**src/design/bcelr_pkg.sv**
```systemverilog
// Constants for the bridge error/link and overflow header registers
//
// Overview of operation
// [RULE_01] With target-abort error enable clear, a received target abort sends no error message.
// [RULE_02] With it set and bridge error messaging enabled, each target abort sends one message.
// [RULE_03] The bridge error command register sits at 40h, resets to 00h, only bit 0 writable.
// [RULE_04] Link control bits 31:29 hold the lowest subordinate hub number, read/write.
// [RULE_05] Link control bits 27:25 hold the highest subordinate hub number, read/write.
// [RULE_06] Link control bits 15:14 give link width; only 00 (8 bit) is defined for software.
// [RULE_07] The overflow function is an extra header space alongside the host bridge function.
// [RULE_08] The overflow function returns a fixed 16-bit vendor code at 00h.
// [RULE_09] The overflow function returns a fixed 16-bit device code at 02h.
// [RULE_10] Subsystem vendor (2Ch) and subsystem code (2Eh) reset to 0000h and take one write.
// [RULE_11] Reserved bits and offsets read zero and ignore writes; reserved link control bits read their fixed pattern 0004_2802h instead.
package bcelr_pkg;
    // Register indices; each index equals the register's byte offset
    localparam logic [7:0] IDX_VENDOR = 8'h00;
    localparam logic [7:0] IDX_DEVICE = 8'h02;
    localparam logic [7:0] IDX_CMD6 = 8'h04;
    localparam logic [7:0] IDX_STS6 = 8'h06;
    localparam logic [7:0] IDX_REV = 8'h08;
    localparam logic [7:0] IDX_SUBC = 8'h0A;
    localparam logic [7:0] IDX_BASEC = 8'h0B;
    localparam logic [7:0] IDX_HDR = 8'h0E;
    localparam logic [7:0] IDX_BAR = 8'h10;
    localparam logic [7:0] IDX_SSVID = 8'h2C;
    localparam logic [7:0] IDX_SSID = 8'h2E;
    localparam logic [7:0] IDX_ERRCMD = 8'h40;
    localparam logic [7:0] IDX_LINK = 8'h50;
    localparam logic [7:0] IDX_BCMD = 8'h60;
    localparam logic [7:0] IDX_IRQ_STS = 8'h61;
    localparam logic [7:0] IDX_IRQ_MASK = 8'h62;
    // Fixed identity values, arbitrary
    localparam logic [15:0] VENDOR_CODE = 16'h1A2B;
    localparam logic [15:0] DEVICE_CODE = 16'h3C4D;
    localparam logic [7:0] REVISION = 8'h01;
    // Reset and fixed values
    localparam logic [15:0] STS6_VAL = 16'h0080;
    localparam logic [7:0] SUBC_VAL = 8'h80;
    localparam logic [7:0] BASEC_VAL = 8'h08;
    localparam logic [7:0] HDR_VAL = 8'h00;
    localparam logic [31:0] BAR_VAL = 32'h0000_0000;
    localparam logic [15:0] WO_RST = 16'h0000;
    localparam logic [31:0] LINK_RST = 32'h0E04_2802;
    // Link control fields
    localparam int LINK_FIRST_LSB = 29;
    localparam int LINK_LAST_LSB = 25;
    localparam int LINK_WIDTH_LSB = 14;
    localparam logic [31:0] LINK_RW_MASK = 32'hEE00_C000;
    localparam logic [2:0] FIRST_RST = 3'h0;
    localparam logic [2:0] LAST_RST = 3'h7;
    localparam logic [1:0] WIDTH_8BIT = 2'h0;
    // Interrupt status bits
    localparam int IRQ_TA = 0;
    localparam int IRQ_SERR = 1;
    localparam int IRQ_W = 2;
endpackage

```
**src/design/bcelr_wo_reg.sv**
```systemverilog
// Write-once 16-bit identifier register
`timescale 1ns/1ps
module bcelr_wo_reg (
    input wire logic clk,
    input wire logic rst_n,
    input wire logic wr,
    input wire logic [15:0] wdata,
    input wire logic [1:0] be,
    output logic [15:0] value
);
    typedef struct packed {
        logic locked;
        logic [15:0] val;
    } bcelr_wo_s;

    bcelr_wo_s st_r;
    bcelr_wo_s st_nxt;

    always_comb begin
        st_nxt = st_r;
        // Any write, even a partial one, closes the register
        if (wr && !st_r.locked) begin // RULE_10
            st_nxt.locked = 1'b1;
            if (be[0]) begin
                st_nxt.val[7:0] = wdata[7:0];
            end
            if (be[1]) begin
                st_nxt.val[15:8] = wdata[15:8];
            end
        end
    end

    always_ff @(posedge clk or negedge rst_n) begin
        if (!rst_n) begin
            st_r <= '{locked: 1'b0, val: bcelr_pkg::WO_RST};
        end else begin
            st_r <= st_nxt;
        end
    end

    assign value = st_r.val;
endmodule

```
**src/design/bcelr_top.sv**
```systemverilog
// Avalon-MM register bank: bridge error command, link control, overflow header
//
// Decided for this implementation: the Avalon-MM register port.
`timescale 1ns/1ps
module bcelr_top (
    input wire logic CLK,
    input wire logic RST_N,
    input wire logic [7:0] AVS_ADDRESS,
    input wire logic AVS_READ,
    input wire logic AVS_WRITE,
    input wire logic [31:0] AVS_WRITEDATA,
    input wire logic [3:0] AVS_BYTEENABLE,
    output logic [31:0] AVS_READDATA,
    output logic AVS_WAITREQUEST,
    input wire logic TA_RECEIVED,
    output logic SERR_MSG,
    output logic [2:0] LOWEST_SUB_HUB,
    output logic [2:0] HIGHEST_SUB_HUB,
    output logic [1:0] LINK_WIDTH,
    output logic [1:0] OVF_CMD_EN,
    output logic IRQ
);
    typedef struct packed {
        logic ack;
        logic [31:0] rdata;
        logic ta_err_en;
        logic [1:0] cmd6;
        logic [2:0] sub_first;
        logic [2:0] sub_last;
        logic [1:0] width;
        logic serr_glob_en;
        logic [1:0] irq_sts;
        logic [1:0] irq_mask;
        logic serr;
    } bcelr_state_s;

    bcelr_state_s st_r;
    bcelr_state_s st_nxt;
    logic rst_meta_r;
    logic rst_n;
    logic req;
    logic wr_go;
    logic [15:0] ssvid;
    logic [15:0] ssid;
    logic [31:0] link_word;

    // Reset: asynchronous assert, synchronous release
    always_ff @(posedge CLK or negedge RST_N) begin
        if (!RST_N) begin
            rst_meta_r <= 1'b0;
            rst_n <= 1'b0;
        end else begin
            rst_meta_r <= 1'b1;
            rst_n <= rst_meta_r;
        end
    end

    // Byte-lane merge of a write into a word, limited to writable bits
    function automatic logic [31:0] bcelr_merge(
        input logic [31:0] old,
        input logic [31:0] wd,
        input logic [3:0] be,
        input logic [31:0] mask
    );
        logic [31:0] lanes;
        lanes = {{8{be[3]}}, {8{be[2]}}, {8{be[1]}}, {8{be[0]}}};
        bcelr_merge = (old & ~(lanes & mask)) | (wd & lanes & mask);
    endfunction

    assign req = AVS_READ || AVS_WRITE;
    // First cycle captures read data, second releases the master
    assign AVS_WAITREQUEST = req && !st_r.ack;
    assign wr_go = AVS_WRITE && st_r.ack;

    // Reserved link bits read their fixed default pattern
    assign link_word = (bcelr_pkg::LINK_RST & ~bcelr_pkg::LINK_RW_MASK)
        | {st_r.sub_first, 1'b0, st_r.sub_last, 9'h0, st_r.width, 14'h0};

    // Overflow function subsystem identifiers
    bcelr_wo_reg u_ssvid (
        .clk(CLK),
        .rst_n(rst_n),
        .wr(wr_go && AVS_ADDRESS == bcelr_pkg::IDX_SSVID), // RULE_10
        .wdata(AVS_WRITEDATA[15:0]),
        .be(AVS_BYTEENABLE[1:0]),
        .value(ssvid)
    );

    bcelr_wo_reg u_ssid (
        .clk(CLK),
        .rst_n(rst_n),
        .wr(wr_go && AVS_ADDRESS == bcelr_pkg::IDX_SSID), // RULE_10
        .wdata(AVS_WRITEDATA[15:0]),
        .be(AVS_BYTEENABLE[1:0]),
        .value(ssid)
    );

    always_comb begin
        logic [31:0] w;
        w = 32'h0000_0000;
        st_nxt = st_r;
        st_nxt.ack = req && !st_r.ack;
        // Read path; unmapped indices read zero
        if (AVS_READ && !st_r.ack) begin
            unique case (AVS_ADDRESS)
                bcelr_pkg::IDX_VENDOR: w = {16'h0000, bcelr_pkg::VENDOR_CODE}; // RULE_08
                bcelr_pkg::IDX_DEVICE: w = {16'h0000, bcelr_pkg::DEVICE_CODE}; // RULE_09
                bcelr_pkg::IDX_CMD6: w = {30'h0, st_r.cmd6}; // RULE_07
                bcelr_pkg::IDX_STS6: w = {16'h0000, bcelr_pkg::STS6_VAL};
                bcelr_pkg::IDX_REV: w = {24'h00_0000, bcelr_pkg::REVISION};
                bcelr_pkg::IDX_SUBC: w = {24'h00_0000, bcelr_pkg::SUBC_VAL};
                bcelr_pkg::IDX_BASEC: w = {24'h00_0000, bcelr_pkg::BASEC_VAL};
                bcelr_pkg::IDX_HDR: w = {24'h00_0000, bcelr_pkg::HDR_VAL};
                bcelr_pkg::IDX_BAR: w = bcelr_pkg::BAR_VAL;
                bcelr_pkg::IDX_SSVID: w = {16'h0000, ssvid}; // RULE_10
                bcelr_pkg::IDX_SSID: w = {16'h0000, ssid}; // RULE_10
                bcelr_pkg::IDX_ERRCMD: w = {31'h0, st_r.ta_err_en}; // RULE_03
                bcelr_pkg::IDX_LINK: w = link_word;
                bcelr_pkg::IDX_BCMD: w = {31'h0, st_r.serr_glob_en};
                bcelr_pkg::IDX_IRQ_STS: w = {30'h0, st_r.irq_sts};
                bcelr_pkg::IDX_IRQ_MASK: w = {30'h0, st_r.irq_mask};
                default: w = 32'h0000_0000; // RULE_11
            endcase
            st_nxt.rdata = w;
        end
        // Write path at the edge that releases the master
        if (wr_go) begin
            unique case (AVS_ADDRESS)
                bcelr_pkg::IDX_CMD6: begin
                    if (AVS_BYTEENABLE[0]) begin
                        st_nxt.cmd6 = AVS_WRITEDATA[1:0];
                    end
                end
                bcelr_pkg::IDX_ERRCMD: begin
                    if (AVS_BYTEENABLE[0]) begin
                        st_nxt.ta_err_en = AVS_WRITEDATA[0]; // RULE_03
                    end
                end
                bcelr_pkg::IDX_LINK: begin
                    w = bcelr_merge(link_word, AVS_WRITEDATA, AVS_BYTEENABLE,
                        bcelr_pkg::LINK_RW_MASK);
                    st_nxt.sub_first = w[bcelr_pkg::LINK_FIRST_LSB +: 3]; // RULE_04
                    st_nxt.sub_last = w[bcelr_pkg::LINK_LAST_LSB +: 3]; // RULE_05
                    // Reserved width codes are stored as written
                    st_nxt.width = w[bcelr_pkg::LINK_WIDTH_LSB +: 2]; // RULE_06
                end
                bcelr_pkg::IDX_BCMD: begin
                    if (AVS_BYTEENABLE[0]) begin
                        st_nxt.serr_glob_en = AVS_WRITEDATA[0];
                    end
                end
                bcelr_pkg::IDX_IRQ_STS: begin
                    if (AVS_BYTEENABLE[0]) begin
                        st_nxt.irq_sts = st_r.irq_sts & ~AVS_WRITEDATA[1:0];
                    end
                end
                bcelr_pkg::IDX_IRQ_MASK: begin
                    if (AVS_BYTEENABLE[0]) begin
                        st_nxt.irq_mask = AVS_WRITEDATA[1:0];
                    end
                end
                default: begin
                    st_nxt.cmd6 = st_r.cmd6; // RULE_11
                end
            endcase
        end
        // Error message on target abort; gated by both enables
        st_nxt.serr = TA_RECEIVED && st_r.ta_err_en && st_r.serr_glob_en; // RULE_01 RULE_02
        // Events set after the clear so a same-cycle event is kept
        if (TA_RECEIVED) begin
            st_nxt.irq_sts[bcelr_pkg::IRQ_TA] = 1'b1;
        end
        if (st_r.serr) begin
            st_nxt.irq_sts[bcelr_pkg::IRQ_SERR] = 1'b1;
        end
    end

    always_ff @(posedge CLK or negedge rst_n) begin
        if (!rst_n) begin
            st_r.ack <= 1'b0;
            st_r.rdata <= 32'h0000_0000;
            st_r.ta_err_en <= 1'b0; // RULE_03
            st_r.cmd6 <= 2'h0;
            st_r.sub_first <= bcelr_pkg::FIRST_RST;
            st_r.sub_last <= bcelr_pkg::LAST_RST;
            st_r.width <= bcelr_pkg::WIDTH_8BIT;
            st_r.serr_glob_en <= 1'b0;
            st_r.irq_sts <= 2'h0;
            st_r.irq_mask <= 2'h0;
            st_r.serr <= 1'b0;
        end else begin
            st_r <= st_nxt;
        end
    end

    assign AVS_READDATA = st_r.rdata;
    assign SERR_MSG = st_r.serr;
    assign LOWEST_SUB_HUB = st_r.sub_first;
    assign HIGHEST_SUB_HUB = st_r.sub_last;
    assign LINK_WIDTH = st_r.width;
    assign OVF_CMD_EN = st_r.cmd6;
    assign IRQ = |(st_r.irq_sts & st_r.irq_mask);
endmodule

```
**config.mk**
```make
export PLATFORM = sky130hd
export DESIGN_NAME = bcelr_top
export DESIGN_NICKNAME = d
export VERILOG_FILES = /design/src/design/bcelr_pkg.sv /design/src/design/bcelr_wo_reg.sv /design/src/design/bcelr_top.sv
export SDC_FILE = /design/constraint.sdc
export NUM_CORES = 1
export LEC_CHECK = 0
export BUFFER_PORTS_ARGS = -buffer_cell sky130_fd_sc_hd__buf_2
export CORE_UTILIZATION = 50
export DETAILED_ROUTE_END_ITERATION = 7
export PLACE_DENSITY = 0.84
export SLEW_MARGIN = 15
export SYNTH_ARGS = -nofsm -noshare
export SYNTH_HDL_FRONTEND = slang
export SYNTH_HIERARCHICAL = 1
export SYNTH_SLANG_ARGS = --single-unit
```
**constraint.sdc**
```tcl
create_clock -name CLK -period 3.1 [get_ports CLK]
set_input_delay 0.31 -clock CLK [delete_from_list [all_inputs] [get_ports CLK]]
set_output_delay 0.31 -clock CLK [all_outputs]
set_load 0.1 [all_outputs]
```
* Word-level counts from Yosys, hierarchy flattened
Index checks and enable logic that the tools add are counted.
** Storage, ports and cells
- Bits in registers :: 86
- Word-level logic and storage cells :: 81
- Output and inout bits :: 45
** Operators by class
- Muxes and demuxes :: 8
- Reduce and logical (&&, ||, !) cells :: 33
- Equal/unequal tests :: 13
- Bitwise gates (word level) :: 7
** Operators with widths (count)
- $pmux W32 S13 :: 1
- $and A32 B32 Y32 :: 2
- $eq A8 B7 Y1 const B :: 5
- $not A32 Y32 :: 1
- $or A32 B32 Y32 :: 1
- $eq A8 B4 Y1 const B :: 3
- $reduce_and A3 Y1 :: 6
- $eq A8 B3 Y1 const B :: 2
- $eq A8 B6 Y1 const B :: 2
- $reduce_bool A2 Y1 :: 6
- $reduce_and A2 Y1 :: 5
- $logic_and A1 B1 Y1 :: 9
- $eq A8 B2 Y1 const B :: 1
- $logic_not A8 Y1 :: 1
- $mux W2 :: 4
- $and A2 B2 Y2 :: 2
- $mux W4 :: 1
- $reduce_or A2 Y1 :: 2
- $logic_not A1 Y1 :: 3
- $mux W1 :: 2
- $not A2 Y2 :: 1
- $logic_or A1 B1 Y1 :: 1

* Logic depth before layout (Yosys ltp)
Gate-level depths: netlist (run 1).
- Depth after elaboration :: 6
- Gate-level depth with buffers :: 7
- Mapped depth without buffers :: 5

* Modules after synthesis
The synthesis (run 1) kept the hierarchy.
** By module, submodules not included
- bcelr_top :: instances 1, sequential area each 1079.8 um^2, cells an instance 268, area each 2622.5 um^2
- bcelr_wo_reg :: instances 2, sequential area each 425.4 um^2, cells an instance 52, area each 772.0 um^2

* Worst setup path after synthesis (run 1)
No wires, ideal clock.
- Kind :: input to register
- Start :: input port AVS_ADDRESS[6]
- End :: register u_ssvid.st_r (netlist bit u_ssvid/value[0])
- Library setup time :: 0.125 ns
- Cell stages on the path :: 6
- Required time :: 2.975 ns
- Path buffers :: 1
- Arrival time :: 2.166 ns
- Path slack :: 0.810 ns
- Cells stage by stage :: nand4bb_1 -> or2_2 -> clkbuf_1 -> nor4_1 -> nand3b_4 -> mux2_2
** On the way
- Word-level cells in the longest chain between the ends :: 4
** Ends and longest elaborated chain
- start, declared :: line bcelr_top.sv:8 : input wire logic [7:0] AVS_ADDRESS,
- $eq A8 B6 Y1 :: line bcelr_top.sv:83 : .wr(wr_go && AVS_ADDRESS == bcelr_pkg::IDX_SSVID),
- $logic_and A1 B1 Y1 :: line bcelr_top.sv:83
- $logic_and A1 B1 Y1 :: line bcelr_wo_reg.sv:22 : if (wr && !st_r.locked) begin
- $reduce_and A2 Y1 (no source line)
- end signal, assigned :: line bcelr_wo_reg.sv:35 : st_r <= '{locked: 1'b0, val: bcelr_pkg::WO_RST};
- end signal, assigned :: line bcelr_wo_reg.sv:37 : st_r <= st_nxt;
- end, declared :: line bcelr_wo_reg.sv:16 : bcelr_wo_s st_r;
No other way between the ends.
A chain may end at the register's enable or synchronous reset.

* Worst setup path in the final report (run 1)
- Start :: input port AVS_ADDRESS[3]
- End :: register u_ssid.st_r (netlist bit u_ssid/value[14])
** On the way
- Word-level cells in the longest chain between the ends :: 4
** Ends and longest elaborated chain
- $eq A8 B6 Y1 :: line bcelr_top.sv:92 : .wr(wr_go && AVS_ADDRESS == bcelr_pkg::IDX_SSID),
- $logic_and A1 B1 Y1 :: line bcelr_top.sv:92
- $logic_and A1 B1 Y1 :: line bcelr_wo_reg.sv:22
- $reduce_and A2 Y1 (no source line)
- end signal, assigned :: line bcelr_wo_reg.sv:35
- end signal, assigned :: line bcelr_wo_reg.sv:37
- end, declared :: line bcelr_wo_reg.sv:16
No other way between the ends.

==> results of run 1 <==
-- where the power goes --
part / internal, mW / switching, mW / total [mW]
logic: 0.0662 / 0.244 / 0.311
clock network: 0.383 / 0.389 / 0.772
registers: 1.03 / 0.0201 / 1.05
total: 1.48 / 0.654 / 2.13
-- layer usage --
layer | track usage (%) | vias up | wire [microns]
li1 | - | 1255 | -
met1 | 26.5 | 1324 | 3440
met2 | 30.6 | 107 | 3840
met3 | 4.23 | 21 | 521
met4 | 10.3 | 0 | 266
met5 | 0 | - | 0
-- cell usage in the layout (no fill, tap or decap), types with 5 or more instances in the layout --
cell type	n
dfrtp_1	73
buf_2	73
mux2_2	46
nand2_1	23
nor2_1	20
a21oi_1	10
conb_1	10
o21ai_0	9
clkbuf_8	9
o31ai_1	8
a22o_1	7
mux2i_1	6
buf_4	6
nor3_1	5
-- cell type report --
cell class	count	share of cell area, %
clock buffer	9	2.87
clock inverter	7	1.85
multi-input combinational	213	37.9
sequential	77	44.7
tap	102	2.95
timing repair buffer	80	9.73
-- per-stage QoR --
stage	hold WS [ns]	setup slack, ns	area [sq um]	cells	total power, mW
floorplan	0.0144	0.802	4200	380	1.33
global placement	0.0971	0.713	4110	471	1.37
detailed placement	0.0975	0.596	4110	471	1.38
CTS	0.143	0.958	4320	488	2.14
global route	0.143	0.785	4320	488	2.21
finish	0.149	0.911	4320	488	2.13
-- what timing repair did --
item	CTS	global route
resized for setup	0	0
hold buffers	1	0
endpoints found under the hold margin	2	0
-- cell families (layout without fill, tap and decap cells) --
| group | after synthesis | after routing | synth area share (%) |
|---|---|---|---|
| buf+inv | 90 | 96 | 15.0 |
| compound gates | 59 | 59 | 10.0 |
| mux | 55 | 55 | 14.9 |
| other cells | 2 | 10 | 0.180 |
| xor+xnor | 1 | 1 | 0.210 |
| flops | 77 | 77 | 46.3 |
| simple gates | 88 | 88 | 13.3 |
-- path summary, 6_finish.rpt --
path,start,end,slack [ns],cells past startpoint
max,AVS_ADDRESS[3],u_ssid/value[14],0.91,6
max reg2reg,st_r[49],u_ssid/value[14],1.15,4
min reg2reg,rst_n,AVS_READDATA[15],0.21,0
min,TA_RECEIVED,st_r[3],0.15,2
min in group asynchronous,rst_n,AVS_READDATA[15],0.21,0
max in group asynchronous,rst_n,st_r[1],2.15,1
==> flow_summary.ini, run 1 <==
[outcome]
status = finished clean

[finish]
multi_input_area_sq_um = 1640
nFillCells = 667
final-seq-area_sq_um = 1930
fin_nets = 430
drive_gt1_share_pct = 41.7
diodes = 0
fin_util_pct = 54.8
syn2layout_area_growth_pct = 3.75

[timing]
rsz0062_at_grt = false
setup_violations = 0
fin_tns_setup_ns = 0
period_needed_ns = 2.19
timing.fmax_ghz = 0.457
slew_headroom_pct = 41.4
period_share_pct = 70.6
slew_viol_final = 0
hold_viol_final = 0
worst_pin_slew_ns = 0.880
skew_ns = 0.00888

[floorplanning]
row_count = 32
io_pins = 94
die-area_sq_um = 8700
start_util_pct = 52.8
coreArea_sq_um = 7890
die_w_microns = 93.3
fp.dieH_microns = 93.3

[synthesis]
syn_avg_cell_area_sq_um = 11.2
ys_top_cells_by_count = buf_4, dfrtp_1, mux2_2, nand2_1, nor2_1
ys_warn_count = 6
yosysSeqAreaShare_pct = 46.3
ys_seq_elements = 77
synth_area_leaders = dfrtp_1, buf_4, mux2_2, nand2_1, nand3b_4
synth_flop_cell = dfrtp_1
ys_types = 54
syn_inst = 372
yosysTopAreaCell = dfrtp_1
synth_area_sq_um = 4170
synth-async-reset-ratio_pct = 100
synth_top_area_share_pct = 44.4
synth_edf_count = 0

[cts]
clkTransAtPathRegs_ns = 0.09
cts_buffers = 9
cts_setup_buffers = 0
clk_path_buf_depth = 2
clkSinkCount = 77
htreeDepth = 3
cts_tree = built
clk_latency_ns = 0.35
cts-root-buf = clkbuf_8

[critical_path]
critPathMaxFanout = 13
critPathBufInv = 1
crit_type = primary input to flip-flop
path_cells = buf_2, nand4bb_1, or2_2, nor3_1, nand3b_4, mux2_2
critical-path-top-delay-family = simple AND/OR/NAND/NOR gates
crit_path_end_kind = flip-flop
slowest_delay_ns = 0.62
worst_ep_arrival_time_ns = 2.43
worst_path_max_delay_cell = nor3_1
worstPathRequired_ns = 3.34
start_kind = primary input

[detailed_routing]
antenna_left = 0
dr_total_vias = 2707
dr.pass1.iters = 4
viasPerCell = 5.55
drt-initial-drc-count = 228
route.detailed.drc = 0
drt-total-wl_microns = 8060
wl_per_cell_microns = 16.5

[grt]
grt_pass1_vias = 2618
grt_pass1_wl_microns = 13100
track_usage_pct = 19.9
antenna_found_initial = 0
grt_max_degree = 30
grt-ovfl-total = 0

[power]
powerDensity_nw_per_um2 = 492
p_leak_nw = 2.21
ir_worst_vdd_uv = 239

[flow_run]
drv_cap = 0

[placement]
dpl.hpwl_microns = 6090
gp_congestion = 0.884
place.port_buffers = 73

[worst_hold_path]
worstHoldPathType = primary input to flip-flop
No activity file was read; power rests on OpenSTA's default activity.
==> run 2: changes to the inputs <==
--- a/config.mk
+++ b/config.mk
@@ -6,9 +6,9 @@
 export NUM_CORES = 1
 export LEC_CHECK = 0
 export BUFFER_PORTS_ARGS = -buffer_cell sky130_fd_sc_hd__buf_2
-export CORE_UTILIZATION = 50
+export CORE_UTILIZATION = 49
 export DETAILED_ROUTE_END_ITERATION = 7
-export PLACE_DENSITY = 0.84
+export PLACE_DENSITY = 0.85
 export SLEW_MARGIN = 15
 export SYNTH_ARGS = -nofsm -noshare
 export SYNTH_HDL_FRONTEND = slang
==> constraint.sdc (replaced) <==
create_clock -name CLK -period 1.85 [get_ports CLK]
set_input_delay 0.185 -clock CLK [delete_from_list [all_inputs] [get_ports CLK]]
set_output_delay 0.185 -clock CLK [all_outputs]
set_load 0.1 [all_outputs]
==> flow_summary.ini, run 2 (synthesized netlist as in run 1, its figures left out) <==
[outcome]
status = finished clean

[cts]
clkSinkCount = 77
clkTransAtPathRegs_ns = 0.09
cts_buffers = 9
cts_tree = built
cts-root-buf = clkbuf_8
clk_latency_ns = 0.35
htreeDepth = 3
clk_path_buf_depth = 2
cts_resized = 0
cts_setup_buffers = 0

[placement]
place.port_buffers = 73
dpl.hpwl_microns = 6470
gp_congestion = 0.834
dp.cells = 497

[detailed_routing]
drt-initial-drc-count = 156
drt-total-wl_microns = 8640
wl_per_cell_microns = 16.8
antenna_left = 0
viasPerCell = 5.35
dr_total_vias = 2752
route.detailed.drc = 0
dr.pass1.iters = 4

[grt]
grt_pass1_vias = 2694
grt-ovfl-total = 0
track_usage_pct = 20.8
grt_max_degree = 76
grt_pass1_wl_microns = 13700
antenna_found_initial = 0

[timing]
skew_ns = 0.0105
hold_viol_final = 0
period_needed_ns = 1.72
setup_violations = 0
timing.fmax_ghz = 0.581
slew_viol_final = 0
rsz0062_at_grt = false
period_share_pct = 93.1

[finish]
nFillCells = 713
diodes = 0
final_cells = 514
syn2layout_area_growth_pct = 9.79
final_cell_mix = dfrtp_1, buf_2, mux2_2
drive_gt1_share_pct = 45.7
fin_nets = 453

[critical_path]
crit_type = flip-flop to output pin
worstPathRequired_ns = 1.66
worst_ep_arrival_time_ns = 1.54
critPathMaxFanout = 4
crit_path_end_kind = output pin
start_kind = flip-flop

[power]
switching_share_pct = 29.1
power_frac_comb_pct = 15.2
p_int_mw = 2.67
total_power_mw = 3.77
powerDensity_nw_per_um2 = 823
switching_power_mw = 1.10
p_leak_nw = 2.35
seqPwrFrac_pct = 46.3
ir_worst_vdd_uv = 333
clkPwrFrac_pct = 38.5

[floorplanning]
io_pins = 94
start_util_pct = 50.7
coreArea_sq_um = 8220
fp.dieH_microns = 94.2
die_w_microns = 94.2
die-area_sq_um = 8880
row_count = 33

[flow_run]
drv_cap = 0

[worst_hold_path]
worstHoldPathType = primary input to flip-flop
-- run 2: area by class of cell --
type / instances / area [sq um] / area share (%)
clock buffers: 10 / 138 / 3.01
clock inverters: 6 / 93.8 / 2.05
multi-input cells: 213 / 1660 / 36.3
flip-flops and latches: 77 / 1930 / 42.2
well taps: 105 / 131 / 2.87
repair buffers: 103 / 618 / 13.5
-- run 2: final timing paths --
kind | from | slack [ns] | end | cells after the start
worst max-delay path | st_r[49] | 0.13 | AVS_WAITREQUEST | 3
worst min-delay path | TA_RECEIVED | 0.05 | st_r[3] | 2
worst max register to register | st_r[49] | 0.16 | st_r[2] | 4
worst min register to register | rst_n | 0.28 | u_ssvid/value[8] | 1
max in group asynchronous | rst_n | 1.22 | asynchronous set/reset pin | 1
min in group asynchronous | RST_N | 0.14 | rst_n | 2
-- run 2: what timing repair did --
item / CTS / global route
hold buffers: 1 / 0
setup endpoints to repair: 0 / 0
hold endpoints to repair: 2 / 0
-- run 2: critical path, cell delays in order (launching register included) --
cell	delay (ns)
dfrtp_1	0.42
buf_4	0.17
nor2_2	0.15
buf_2	0.45
-- run 2: stage by stage --
stage / hold WS, ns / setup slack [ns] / utilization (%) / TNS (ns) / area (sq um)
final: 0.0523 / 0.128 / 55.7 / 0 / 4570
after global placement: -0.0299 / -0.0597 / 52.7 / -1.23 / 4330
after floorplan: -0.111 / 0.0342 / - / 0 / 4220
after CTS: 0.0396 / 0.128 / 55.7 / 0 / 4570
after global routing: 0.0452 / 0.0981 / 55.7 / 0 / 4570
after detailed placement: -0.0291 / -0.0958 / 52.7 / -1.97 / 4330
-- run 2: metal layers --
metal  share of wire [%]  vias to the layer above  global-route usage (%)
met4                 1.6                        0                    7.95
met1                  44                     1366                    27.1
li1                    -                     1292                       -
met5                   0                        -                       0
met2                  48                       82                    32.3
met3                 6.1                       12                    6.23
-- run 2: power groups by stage --
stage | logic, mW | registers, mW | clock network (mW)
floorplan | 0.441 | 1.79 | 0
global placement | 0.560 | 1.78 | 0
detailed placement | 0.570 | 1.78 | 0
CTS | 0.573 | 1.74 | 1.48
global route | 0.605 | 1.75 | 1.56
finish | 0.571 | 1.75 | 1.45
==> run 3: changes to the inputs <==
--- a/config.mk
+++ b/config.mk
@@ -6,6 +6,7 @@
 export NUM_CORES = 1
 export LEC_CHECK = 0
 export BUFFER_PORTS_ARGS = -buffer_cell sky130_fd_sc_hd__buf_2
+export CORE_ASPECT_RATIO = 0.5
 export CORE_UTILIZATION = 49
 export DETAILED_ROUTE_END_ITERATION = 7
 export PLACE_DENSITY = 0.85
==> flow_summary.ini, run 3 (synthesized netlist as in run 1, its figures left out) <==
[outcome]
status = finished clean

[detailed_routing]
dr_wl_met3_microns = 536
m1WireLength_microns = 4070
route.detailed.drc = 0
drt-total-wl_microns = 8690
antenna_left = 0
highest_layer = met4
dr.pass1.iters = 4
route.met2.wl_microns = 4030
drt-initial-drc-count = 234
viasPerCell = 5.26
dr_total_vias = 2764
wl_per_cell_microns = 16.6

[cts]
clkTransAtPathRegs_ns = 0.06
cts_buffers = 9
clk_latency_ns = 0.33
hold_buffers = 1
cts-root-buf = clkbuf_16
clk_path_buf_depth = 2
cts_resized = 0
cts_setup_buffers = 0
htreeDepth = 3
cts_tree = built
clkSinkCount = 77

[placement]
dpl.hpwl_microns = 6520
place.port_buffers = 73
dpl_cell_area_sq_um = 4390
gp_congestion = 0.896

[floorplanning]
coreArea_sq_um = 8120
fp.dieH_microns = 67.2
start_util_pct = 51.3
die_w_microns = 132
io_pins = 94
row_count = 23
die-area_sq_um = 8900

[finish]
drive_gt1_share_pct = 46.0
nFillCells = 626
fin_nets = 458
diodes = 0
final_cell_mix = dfrtp_1, buf_2, mux2_2
finalInstanceArea_sq_um = 4720
syn2layout_area_growth_pct = 13.2

[critical_path]
crit_path_end_kind = flip-flop
critPathBufInv = 0
worstPathRequired_ns = 2.07
reg2reg_setup_slack_ns = 0.10
ff2ff_path_depth = 5
worst_path_max_delay_cell = or3b_1
path_depth = 5
worstSetupStartpoint = st_r[49]
r2r-end = st_r[3]
slowest_delay_ns = 0.42
start_kind = flip-flop
reg2reg_from = st_r[49]
critical-path-top-delay-family = simple AND/OR/NAND/NOR gates
worst_ep_arrival_time_ns = 1.97
path_cells = nand3_1, or3b_1, nor3b_1, nand2_1, a21o_1
crit_type = flip-flop to flip-flop
crit_path_end = st_r[3]
critPathMaxFanout = 4

[power]
switching_power_mw = 1.08
p_leak_nw = 2.41
switching_share_pct = 26.0
p_int_mw = 3.08
seqPwrFrac_pct = 42.2
total_power_mw = 4.16
powerDensity_nw_per_um2 = 883
ir_worst_vdd_uv = 434
power_frac_comb_pct = 13.7
clkPwrFrac_pct = 44.0

[timing]
slew_viol_final = 0
period_needed_ns = 1.75
skew_ns = 0.00722
worst_pin_slew_ns = 0.604
setup_violations = 0
rsz0062_at_grt = false
hold_viol_final = 0
slew_headroom_pct = 59.7
period_share_pct = 94.6
timing.fmax_ghz = 0.572

[worst_hold_path]
worstHoldPathType = primary input to flip-flop

[grt]
grt-ovfl-total = 0
grt_pass1_wl_microns = 13900
grt_pass1_vias = 2698
antenna_found_initial = 0
track_usage_pct = 20.9
grt_max_degree = 30

[flow_run]
drv_cap = 0
-- run 3: layout make-up --
type                            count  area, sq um  share of cell area [%]
Tap cell                          112          140                    2.97
Timing Repair Buffer              108          668                    14.2
Multi-Input combinational cell    213         1660                    35.2
Sequential cell                    77         1930                    41.0
Clock buffer                       11          243                    5.15
Clock inverter                      4         72.6                    1.54
-- run 3: per-layer routing --
metal  vias to the layer above  global-route usage, %
li1                       1302                      -
met1                      1360                   27.8
met4                         0                   7.18
met3                         5                   6.16
met5                         -                      0
met2                        97                   33.2
-- run 3: worst min-delay path by stage --
stage	from	to	slack [ns]	cells after the start
6_report	TA_RECEIVED	st_r[3]	0.06	2
5_1_grt	TA_RECEIVED	st_r[3]	0.05	2
4_1_cts	TA_RECEIVED	st_r[3]	0.05	2
3_5_place_dp	RST_N	rst_meta_r	-0.03	1
3_3_place_gp	RST_N	rst_meta_r	-0.03	1
2_1_floorplan	RST_N	rst_meta_r	-0.11	0
-- run 3: through the flow --
stage | utilization, % | setup TNS [ns] | worst slack [ns] | instances | hold slack [ns]
floorplan | - | 0 | 0.0342 | 380 | -0.111
global placement | 54.1 | -0.0733 | -0.0148 | 509 | -0.0300
detailed placement | 54.1 | -0.274 | -0.102 | 509 | -0.0265
CTS | 58.1 | 0 | 0.128 | 525 | 0.0473
global route | 58.1 | 0 | 0.0120 | 525 | 0.0519
finish | 58.1 | 0 | 0.101 | 525 | 0.0572
-- run 3: power groups by stage --
stage          clock network, mW  registers, mW  logic (mW)
6_report                    1.83           1.76       0.572
5_1_grt                     1.97           1.76       0.602
4_1_cts                     1.87           1.76       0.571
3_5_place_dp                   0           1.79       0.567
3_3_place_gp                   0           1.79       0.558
2_1_floorplan                  0           1.79       0.441
